--- src/logic/acc_pkg.sv ---
// package: register map, field layout and reset values of the conversion control block
package acc_pkg;

  // ==========================================================================
  // register indices and byte addresses
  // ==========================================================================
  // printed offsets are not word aligned, so each one is an index
  localparam logic [9:0] ACC_IDX_CONTROL = 10'h0E1;
  localparam logic [9:0] ACC_IDX_RESULT_HIGH = 10'h0E2;
  localparam logic [9:0] ACC_IDX_IRQ_STATUS = 10'h0F0;
  localparam logic [9:0] ACC_IDX_IRQ_ENABLE = 10'h0F1;
  localparam logic [9:0] ACC_IDX_IRQ_CLEAR = 10'h0F2;
  localparam int ACC_ADDR_W = 12;
  localparam int ACC_IDX_LSB = 2;

  // ==========================================================================
  // control register fields
  // ==========================================================================
  localparam int ACC_CTL_RES_HI = 7;
  localparam int ACC_CTL_RES_LO = 6;
  localparam int ACC_CTL_EXT_EN = 5;
  localparam int ACC_CTL_DONE = 4;
  localparam int ACC_CTL_BUSY = 3;
  localparam int ACC_CTL_CHAN_HI = 2;
  localparam int ACC_CTL_CHAN_LO = 0;

  // ==========================================================================
  // interrupt status bits
  // ==========================================================================
  localparam int ACC_EVT_DONE = 0;
  localparam int ACC_EVT_BLOCKED = 1;
  localparam int ACC_EVT_N = 2;

  // ==========================================================================
  // widths, reset values and bus answers
  // ==========================================================================
  localparam int ACC_RES_W = 10;
  localparam int ACC_CHAN_W = 3;
  localparam int ACC_REG_W = 8;
  localparam logic [2:0] ACC_CHAN_RST = 3'h0;
  localparam logic [9:0] ACC_RES_RST = 10'h000;
  localparam logic [1:0] ACC_RESP_OKAY = 2'h0;
  localparam logic [1:0] ACC_RESP_SLVERR = 2'h2;
  localparam logic [31:0] ACC_DATA_ZERO = 32'h0000_0000;

  typedef enum logic {ACC_ST_IDLE, ACC_ST_CONV} acc_state_t;

endpackage

--- src/logic/acc_axil_slave.sv ---
// file: AXI4-Lite slave front end handing single-word accesses to the register file
`timescale 1ns/100ps
module acc_axil_slave
  import acc_pkg::*;
(
  input wire logic aclk,
  input wire logic aresetn,
  input wire logic [ACC_ADDR_W-1:0] s_axi_awaddr,
  input wire logic s_axi_awvalid,
  output logic s_axi_awready,
  input wire logic [31:0] s_axi_wdata,
  input wire logic [3:0] s_axi_wstrb,
  input wire logic s_axi_wvalid,
  output logic s_axi_wready,
  output logic [1:0] s_axi_bresp,
  output logic s_axi_bvalid,
  input wire logic s_axi_bready,
  input wire logic [ACC_ADDR_W-1:0] s_axi_araddr,
  input wire logic s_axi_arvalid,
  output logic s_axi_arready,
  output logic [31:0] s_axi_rdata,
  output logic [1:0] s_axi_rresp,
  output logic s_axi_rvalid,
  input wire logic s_axi_rready,
  output logic wr_en,
  output logic [ACC_ADDR_W-1:0] wr_addr,
  output logic [31:0] wr_data,
  output logic [3:0] wr_strb,
  input wire logic wr_hit,
  output logic [ACC_ADDR_W-1:0] rd_addr,
  input wire logic [31:0] rd_data,
  input wire logic rd_hit
);

  logic aw_have_q;
  logic w_have_q;
  logic rd_pend_q;

  // a write fires once both halves are held and no response is pending
  assign wr_en = aw_have_q && w_have_q && !s_axi_bvalid;

  // ==========================================================================
  // write address and data capture, either order
  // ==========================================================================
  always_ff @(posedge aclk) begin
    if (!aresetn) begin
      aw_have_q <= 1'b0;
      w_have_q <= 1'b0;
      s_axi_awready <= 1'b1;
      s_axi_wready <= 1'b1;
      wr_addr <= '0;
      wr_data <= ACC_DATA_ZERO;
      wr_strb <= 4'h0;
    end else if (s_axi_bvalid && s_axi_bready) begin
      aw_have_q <= 1'b0;
      w_have_q <= 1'b0;
      s_axi_awready <= 1'b1;
      s_axi_wready <= 1'b1;
    end else begin
      if (s_axi_awvalid && s_axi_awready) begin
        aw_have_q <= 1'b1;
        s_axi_awready <= 1'b0;
        wr_addr <= s_axi_awaddr;
      end
      if (s_axi_wvalid && s_axi_wready) begin
        w_have_q <= 1'b1;
        s_axi_wready <= 1'b0;
        wr_data <= s_axi_wdata;
        wr_strb <= s_axi_wstrb;
      end
    end
  end

  // write response: unmapped addresses answer slverr
  always_ff @(posedge aclk) begin
    if (!aresetn) begin
      s_axi_bvalid <= 1'b0;
      s_axi_bresp <= ACC_RESP_OKAY;
    end else if (wr_en) begin
      s_axi_bvalid <= 1'b1;
      s_axi_bresp <= wr_hit ? ACC_RESP_OKAY : ACC_RESP_SLVERR;
    end else if (s_axi_bready) begin
      s_axi_bvalid <= 1'b0;
    end
  end

  // ==========================================================================
  // read channel: data is sampled one cycle after the address is taken
  // ==========================================================================
  always_ff @(posedge aclk) begin
    if (!aresetn) begin
      s_axi_arready <= 1'b1;
      rd_pend_q <= 1'b0;
      rd_addr <= '0;
      s_axi_rvalid <= 1'b0;
      s_axi_rdata <= ACC_DATA_ZERO;
      s_axi_rresp <= ACC_RESP_OKAY;
    end else begin
      if (s_axi_arvalid && s_axi_arready) begin
        s_axi_arready <= 1'b0;
        rd_pend_q <= 1'b1;
        rd_addr <= s_axi_araddr;
      end
      if (rd_pend_q) begin
        rd_pend_q <= 1'b0;
        s_axi_rvalid <= 1'b1;
        s_axi_rdata <= rd_data;
        s_axi_rresp <= rd_hit ? ACC_RESP_OKAY : ACC_RESP_SLVERR;
      end
      if (s_axi_rvalid && s_axi_rready) begin
        s_axi_rvalid <= 1'b0;
        s_axi_arready <= 1'b1;
      end
    end
  end

endmodule

--- src/logic/acc_irq.sv ---
// file: sticky event status, enable mask and level interrupt output
`timescale 1ns/100ps
module acc_irq
  import acc_pkg::*;
#(
  parameter int N = ACC_EVT_N
) (
  input wire logic aclk,
  input wire logic aresetn,
  input wire logic [N-1:0] evt,
  input wire logic enable_wr,
  input wire logic clear_wr,
  input wire logic [N-1:0] wdata,
  output logic [N-1:0] status_q,
  output logic [N-1:0] enable_q,
  output logic irq_q
);

  // ==========================================================================
  // per-bit sticky status; a new event beats a clear in the same cycle
  // ==========================================================================
  for (genvar i = 0; i < N; i++) begin : g_bit
    always_ff @(posedge aclk) begin
      if (!aresetn) begin
        status_q[i] <= 1'b0;
      end else if (evt[i]) begin
        status_q[i] <= 1'b1;
      end else if (clear_wr && wdata[i]) begin
        status_q[i] <= 1'b0;
      end
    end
  end

  // enable mask
  always_ff @(posedge aclk) begin
    if (!aresetn) begin
      enable_q <= '0;
    end else if (enable_wr) begin
      enable_q <= wdata;
    end
  end

  // registered level output, one cycle behind status
  always_ff @(posedge aclk) begin
    if (!aresetn) begin
      irq_q <= 1'b0;
    end else begin
      irq_q <= |(status_q & enable_q);
    end
  end

endmodule

--- src/logic/acc_top.sv ---
// file: top level of the converter control and status block with its register file
//
// Register access over AXI4-Lite is this design's own decision.
`timescale 1ns/100ps

module acc_top
  import acc_pkg::*;
(
  input wire logic aclk,
  input wire logic aresetn,
  input wire logic [ACC_ADDR_W-1:0] s_axi_awaddr,
  input wire logic s_axi_awvalid,
  output logic s_axi_awready,
  input wire logic [31:0] s_axi_wdata,
  input wire logic [3:0] s_axi_wstrb,
  input wire logic s_axi_wvalid,
  output logic s_axi_wready,
  output logic [1:0] s_axi_bresp,
  output logic s_axi_bvalid,
  input wire logic s_axi_bready,
  input wire logic [ACC_ADDR_W-1:0] s_axi_araddr,
  input wire logic s_axi_arvalid,
  output logic s_axi_arready,
  output logic [31:0] s_axi_rdata,
  output logic [1:0] s_axi_rresp,
  output logic s_axi_rvalid,
  input wire logic s_axi_rready,
  input wire logic external_start_input,
  output logic [ACC_CHAN_W-1:0] channel_select_q,
  output logic conv_start_q,
  input wire logic conv_finish,
  input wire logic [ACC_RES_W-1:0] conv_data,
  output logic irq_q
);

  // ==========================================================================
  // bus front end wiring
  // ==========================================================================
  logic wr_en;
  logic [ACC_ADDR_W-1:0] wr_addr;
  logic [31:0] wr_data;
  logic [3:0] wr_strb;
  logic wr_hit;
  logic [ACC_ADDR_W-1:0] rd_addr;
  logic [31:0] rd_data;
  logic rd_hit;
  logic [9:0] wr_idx;
  logic [9:0] rd_idx;

  acc_axil_slave u_bus (
    .aclk(aclk),
    .aresetn(aresetn),
    .s_axi_awaddr(s_axi_awaddr),
    .s_axi_awvalid(s_axi_awvalid),
    .s_axi_awready(s_axi_awready),
    .s_axi_wdata(s_axi_wdata),
    .s_axi_wstrb(s_axi_wstrb),
    .s_axi_wvalid(s_axi_wvalid),
    .s_axi_wready(s_axi_wready),
    .s_axi_bresp(s_axi_bresp),
    .s_axi_bvalid(s_axi_bvalid),
    .s_axi_bready(s_axi_bready),
    .s_axi_araddr(s_axi_araddr),
    .s_axi_arvalid(s_axi_arvalid),
    .s_axi_arready(s_axi_arready),
    .s_axi_rdata(s_axi_rdata),
    .s_axi_rresp(s_axi_rresp),
    .s_axi_rvalid(s_axi_rvalid),
    .s_axi_rready(s_axi_rready),
    .wr_en(wr_en),
    .wr_addr(wr_addr),
    .wr_data(wr_data),
    .wr_strb(wr_strb),
    .wr_hit(wr_hit),
    .rd_addr(rd_addr),
    .rd_data(rd_data),
    .rd_hit(rd_hit)
  );

  // ==========================================================================
  // address decode
  // ==========================================================================
  // word index; byte offset bits below it are ignored
  assign wr_idx = wr_addr[ACC_ADDR_W-1:ACC_IDX_LSB];
  assign rd_idx = rd_addr[ACC_ADDR_W-1:ACC_IDX_LSB];

  logic wr_ctrl;
  logic wr_irq_en;
  logic wr_irq_clr;

  // registers sit in byte lane 0, so a write without that lane does nothing
  assign wr_ctrl = wr_en && wr_strb[0] && (wr_idx == ACC_IDX_CONTROL);
  assign wr_irq_en = wr_en && wr_strb[0] && (wr_idx == ACC_IDX_IRQ_ENABLE);
  assign wr_irq_clr = wr_en && wr_strb[0] && (wr_idx == ACC_IDX_IRQ_CLEAR);

  // the result register is read-only but answers okay to a write
  assign wr_hit = (wr_idx == ACC_IDX_CONTROL) || (wr_idx == ACC_IDX_RESULT_HIGH) ||
                  (wr_idx == ACC_IDX_IRQ_STATUS) || (wr_idx == ACC_IDX_IRQ_ENABLE) ||
                  (wr_idx == ACC_IDX_IRQ_CLEAR);

  // ==========================================================================
  // converter state
  // ==========================================================================
  acc_state_t state_q;
  logic done_q;
  logic ext_en_q;
  logic ext_prev_q;
  logic [ACC_RES_W-1:0] result_q;
  logic busy;
  logic idle;
  logic ext_rise;
  logic ext_req;
  logic sw_req;
  logic sw_start;
  logic ext_start;
  logic start;
  logic finish;
  logic blocked;

  assign busy = (state_q == ACC_ST_CONV);
  assign idle = !done_q && !busy;

  // a held level would retrigger after every clear, so only the edge counts
  assign ext_rise = external_start_input && !ext_prev_q;
  assign ext_req = ext_en_q && ext_rise;
  assign sw_req = wr_ctrl && wr_data[ACC_CTL_BUSY];

  // a write that clears done and sets busy together may restart at once
  assign sw_start = sw_req && !busy &&
                    (!done_q || !wr_data[ACC_CTL_DONE]);
  assign ext_start = ext_req && idle;
  assign start = sw_start || ext_start;
  // a finish pulse counts only while converting; a stray one from an idle
  // converter can neither set done nor overwrite the held result
  assign finish = busy && conv_finish;

  // requests that arrive while the converter cannot take them are dropped
  assign blocked = (sw_req || ext_req) && !start;

  // remembers the pin level for the edge detector
  always_ff @(posedge aclk) begin
    if (!aresetn) begin
      ext_prev_q <= 1'b0;
    end else begin
      ext_prev_q <= external_start_input;
    end
  end

  // sequencer: idle until a start, converting until the converter reports
  // there is no timeout: a converter that never reports leaves the block busy,
  // and only reset brings it back
  always_ff @(posedge aclk) begin
    if (!aresetn) begin
      state_q <= ACC_ST_IDLE;
    end else begin
      case (state_q)
        ACC_ST_IDLE: begin
          if (start) begin
            state_q <= ACC_ST_CONV;
          end
        end
        ACC_ST_CONV: begin
          if (conv_finish) begin
            state_q <= ACC_ST_IDLE;
          end
        end
        default: begin
          state_q <= ACC_ST_IDLE;
        end
      endcase
    end
  end

  // one-cycle start pulse toward the converter
  always_ff @(posedge aclk) begin
    if (!aresetn) begin
      conv_start_q <= 1'b0;
    end else begin
      conv_start_q <= start;
    end
  end

  // done flag: completion sets it and wins over a clear in the same cycle
  // the trade-off: a clear written as a conversion ends is lost, never the result
  always_ff @(posedge aclk) begin
    if (!aresetn) begin
      done_q <= 1'b0;
    end else if (finish) begin
      done_q <= 1'b1;
    end else if (wr_ctrl && !wr_data[ACC_CTL_DONE]) begin
      done_q <= 1'b0;
    end
  end

  // result captured whole in the cycle the done flag rises
  always_ff @(posedge aclk) begin
    if (!aresetn) begin
      result_q <= ACC_RES_RST;
    end else if (finish) begin
      result_q <= conv_data;
    end
  end

  // external start enable is plain read/write
  always_ff @(posedge aclk) begin
    if (!aresetn) begin
      ext_en_q <= 1'b0;
    end else if (wr_ctrl) begin
      ext_en_q <= wr_data[ACC_CTL_EXT_EN];
    end
  end

  // channel select follows a write only when the converter was idle
  // idle is judged before the write, so a write that starts a conversion from idle
  // still converts on the channel that it writes
  always_ff @(posedge aclk) begin
    if (!aresetn) begin
      channel_select_q <= ACC_CHAN_RST;
    end else if (wr_ctrl && idle) begin
      channel_select_q <= wr_data[ACC_CTL_CHAN_HI:ACC_CTL_CHAN_LO];
    end
  end

  // ==========================================================================
  // interrupt
  // ==========================================================================
  logic [ACC_EVT_N-1:0] evt;
  logic [ACC_EVT_N-1:0] irq_status;
  logic [ACC_EVT_N-1:0] irq_enable;

  assign evt[ACC_EVT_DONE] = finish;
  assign evt[ACC_EVT_BLOCKED] = blocked;

  acc_irq #(
    .N(ACC_EVT_N)
  ) u_irq (
    .aclk(aclk),
    .aresetn(aresetn),
    .evt(evt),
    .enable_wr(wr_irq_en),
    .clear_wr(wr_irq_clr),
    .wdata(wr_data[ACC_EVT_N-1:0]),
    .status_q(irq_status),
    .enable_q(irq_enable),
    .irq_q(irq_q)
  );

  // ==========================================================================
  // read mux
  // ==========================================================================
  logic [ACC_REG_W-1:0] ctrl_view;

  // low result bits ride in the top of the control register
  always_comb begin
    ctrl_view = '0;
    ctrl_view[ACC_CTL_RES_HI:ACC_CTL_RES_LO] = result_q[1:0];
    ctrl_view[ACC_CTL_EXT_EN] = ext_en_q;
    ctrl_view[ACC_CTL_DONE] = done_q;
    ctrl_view[ACC_CTL_BUSY] = busy;
    ctrl_view[ACC_CTL_CHAN_HI:ACC_CTL_CHAN_LO] = channel_select_q;
  end

  // the clear register is write-only and reads as zero
  // decoded from the address held by the front end; the bus registers the
  // word one cycle later, so a flag that moves in that cycle reads late
  always_comb begin
    rd_data = ACC_DATA_ZERO;
    rd_hit = 1'b1;
    case (rd_idx)
      ACC_IDX_CONTROL: begin
        rd_data[ACC_REG_W-1:0] = ctrl_view;
      end
      ACC_IDX_RESULT_HIGH: begin
        rd_data[ACC_REG_W-1:0] = result_q[ACC_RES_W-1:2];
      end
      ACC_IDX_IRQ_STATUS: begin
        rd_data[ACC_EVT_N-1:0] = irq_status;
      end
      ACC_IDX_IRQ_ENABLE: begin
        rd_data[ACC_EVT_N-1:0] = irq_enable;
      end
      ACC_IDX_IRQ_CLEAR: begin
        rd_data = ACC_DATA_ZERO;
      end
      default: begin
        rd_hit = 1'b0;
      end
    endcase
  end

endmodule

--- config.mk ---
export PLATFORM = sky130hd
export DESIGN_NAME = acc_top
export DESIGN_NICKNAME = d
export VERILOG_FILES = /design/src/logic/acc_pkg.sv /design/src/logic/acc_axil_slave.sv /design/src/logic/acc_irq.sv /design/src/logic/acc_top.sv
export SDC_FILE = /design/constraint.sdc
export NUM_CORES = 1
export LEC_CHECK = 0
export BUFFER_PORTS_ARGS = -buffer_cell sky130_fd_sc_hd__buf_2
export CAP_MARGIN = 0
export CORE_ASPECT_RATIO = 2
export CORE_UTILIZATION = 40
export CTS_BUF_LIST = sky130_fd_sc_hd__clkbuf_2 sky130_fd_sc_hd__clkbuf_4 sky130_fd_sc_hd__clkbuf_8
export DETAILED_ROUTE_END_ITERATION = 8
export HOLD_SLACK_MARGIN = 0.15
export PLACE_DENSITY = 0.69
export SLEW_MARGIN = 15
export SYNTH_ARGS = -nofsm -noshare
export SYNTH_HDL_FRONTEND = slang
export SYNTH_SLANG_ARGS = --single-unit
--- constraint.sdc ---
create_clock -name aclk -period 1.65 [get_ports aclk]
set_clock_uncertainty 0.1 [all_clocks]
set_input_delay 0.165 -clock aclk [delete_from_list [all_inputs] [get_ports aclk]]
set_output_delay 0.165 -clock aclk [all_outputs]
set_load 0.01 [all_outputs]
==> results.yml <==
sta:
  min_period_ps: 1570
  setup_ws_ps: 78.3
  hold_ws_ps: 183
  tns_ps: 0
  setup_violations: 0
  timing.final.crit_share: 0.953
  rsz0062_at_grt: "false"
  max_freq_mhz: 636
  finalMaxSlewViolations: 0
  report.final.hold_viol_count: 0
final_layout:
  nFillCells: 661
  nNetsFinal: 546
  fin_util: 0.570
  drive_gt1_frac: 0.212
  syn_to_final_growth_pct: 35.5
  n_antenna_cell: 0
clock_tree:
  clock_latency_ps: 350
  cts_max_path_buffers: 2
  cts_tree: "yes"
  cts_buffers: 9
  cts_max_level: 3
  cts.reportedPaths.clkPinSlew_ps: 70
  cts_sinks: 68
  cts-root-buf: "clkbuf_8"
  postCtsSetupBuffers: 0
setup_path:
  path_delay_family: "buffers and inverters"
  path_class: "primary input to flip-flop"
  r2r_end: "u_irq.status_q[1]"
  cp_slowest_cell: "dlygate4sd3_1"
  crit_path_end: "u_bus.wr_data[5]"
  critical_path.startpoint: "s_axi_bready"
  required_ps: 1790
  cp_max_fo: 7
  reg2reg_setup_slack_ps: 110
  crit_chain: "dlygate4sd3_1 > buf_2 > nand2_1 > and3_1 > mux2i_1 > nor2_1"
  ff2ff_path_depth: 4
  r2r-start: "u_bus.s_axi_bvalid"
  cp-end-kind: "flip-flop"
  cp_num_cells: 6
  startpoint_type: "primary input"
  max_stage_delay_ps: 530
  worst_ep_arrival_time_ps: 1710
  crit_buf_inv: 2
floorplanning:
  die_height_microns: 123
  core_area_sq_um: 6990
  initial_core_util: 0.420
  dieArea_sq_um: 7720
  ios: 125
  rows: 43
  die_x_microns: 62.6
drt:
  via_per_inst: 4.89
  first_iter_violations: 109
  drt-total-wl_mm: 7.18
  antenna_left: 0
  wire_per_inst_microns: 12.8
  firstDrtPassIters: 5
  vias: 2748
  route.detailed.drc: 0
synth:
  synth_area_sq_um: 2940
  seq_area_frac_synth: 0.463
  ys_types: 37
  synth_edf_count: 0
  synthFlopType: "dfxtp_1"
  synth-seq-cells: 68
  syn_inst: 354
  synth-warning-count: 0
  synthArstFlopShare: 0
  synth_area_per_cell_sq_um: 8.30
hold_path:
  hold_class: "primary input to flip-flop"
global_routing:
  grt_first_pass_wirelength_mm: 11.7
  grt_remaining_overflow: 0
  first_global_vias: 2616
  antenna_found_initial: 0
  grt_max_degree: 28
  grt_util_all_layers: 0.199
flow_run:
  cap_violations: 0
power:
  combPwrFrac: 0.104
  power_leakage_nw: 1.72
  internal-power_mw: 2.87
  pwr-share-seq: 0.472
  power_density_nw_per_um2: 931
  clock_power_share: 0.424
  p_sw_uw: 844
  ir_worst_vdd_mv: 0.415
  power_mw: 3.71
  netSwitchingFraction: 0.227
placed_design:
  gp_congestion: 0.866
  portBuffers: 65
  dp_hpwl_mm: 5.18
  pre_cts_ws_ps: 66.5
outcome:
  status: "finished, final reports clean"
flip-flops by register name, summed over array words and instances (netlist names), 2 cells and up:
name / count
u_bus.wr_data: 6
u_bus.rd_addr: 10
u_bus.wr_addr: 10
u_irq.status_q: 2
channel_select_q: 3
result_q: 10
u_bus.s_axi_rdata: 8
u_irq.enable_q: 2
per-stage QoR:
step	instances	instance area [sq um]
3_3_place_gp	498	3270
3_5_place_dp	498	3270
5_1_grt	562	3980
6_report	562	3980
4_1_cts	562	3980
2_1_floorplan	379	3030
layer usage:
metal	part of all wire	track usage
met4	0.038	0.126
met2	0.56	0.385
met1	0.36	0.180
met5	0	0
met3	0.040	0.0498
worst min path at each step:
stage	from	to	slack [ps]	cells past startpoint
floorplan	s_axi_arvalid	u_bus.s_axi_arready	170	1
finish	conv_finish	busy	180	3
global placement	s_axi_arvalid	u_bus.s_axi_arready	280	2
detailed placement	s_axi_arvalid	u_bus.s_axi_arready	290	2
global route	conv_finish	busy	190	3
CTS	conv_finish	busy	160	3
power groups by stage:
| stage | Combinational (mW) | Sequential, mW | Clock [mW] |
|---|---|---|---|
| finish | 0.386 | 1.75 | 1.57 |
| global route | 0.428 | 1.76 | 1.68 |
| CTS | 0.385 | 1.75 | 1.60 |
| detailed placement | 0.293 | 1.79 | 0 |
| global placement | 0.287 | 1.79 | 0 |
| floorplan | 0.233 | 1.77 | 0 |
worst register-to-register path: cells and delay by family (launching register included):
| kind | cells | cell delay (ps) |
|---|---|---|
| compound gates | 2 | 350 |
| flops | 1 | 340 |
| simple gates | 2 | 640 |
cells in the mapped netlist (all sizes together), types with 4 or more instances:
master,count,share of area
nand3,16,0.027
and3,4,0.0085
nor2,16,0.020
clkbuf,14,0.018
and3b,4,0.012
nand2,75,0.096
a22o,8,0.024
o21ai,9,0.015
dfxtp,68,0.46
mux2i,9,0.031
nor3,7,0.012
nand2b,9,0.019
buf,32,0.077
a21oi,47,0.080
kinds of logic after synthesis:
kind of cell    count (synthesis)  share of synthesized area
buf+inv                        49                     0.0988
flops                          68                      0.463
mux                             9                     0.0307
compound gates                 75                      0.153
simple gates                  152                      0.253
other cells                     1                    0.00128
cells in the final DEF, fill, tap and decap left out, types with 2 or more instances in the layout:
cell           synthesis  final
and3b_1                4      4
mux2i_1                9      9
nand2b_1               9      9
a31oi_1                2      2
inv_1                  3      3
nor2_1                16     16
buf_2                  4     65
nand3b_1               2      2
nand4_1                3      3
dlygate4sd3_1          0     48
nor3b_2                3      3
a21oi_1               47     47
a211oi_2               2      2
a22o_1                 8      8
conb_1                 1     26
o21ai_0                9      9
nand4b_1               2      2
nand2_1               75     75
nor3_1                 7      7
and3_1                 4      4
and2_1                 3      3
o21a_1                 2      2
buf_4                 27     10
dfxtp_1               68     68
nand3_1               16     16
clkinv_2               0      2
nor2b_1                3      3
clkbuf_8               0     12
bufinv_16              0      2
cell type report:
| cell class | instances | area (sq um) | share of cell area |
|---|---|---|---|
| inverters | 3 | 11.3 | 0.00283 |
| multi-input cells | 262 | 1380 | 0.347 |
| repair buffers | 123 | 881 | 0.221 |
| well taps | 90 | 113 | 0.0283 |
| flip-flops and latches | 68 | 1360 | 0.342 |
| clock buffers | 12 | 165 | 0.0415 |
| clock inverters | 4 | 70.1 | 0.0176 |
timing repair:
action                                  in CTS  in global routing
gates resized for setup                      0                  1
hold buffers                                48                  0
hold endpoints to repair                    49                  0
endpoints found under the setup margin       0                  2
No activity file was read; power rests on OpenSTA's default activity.
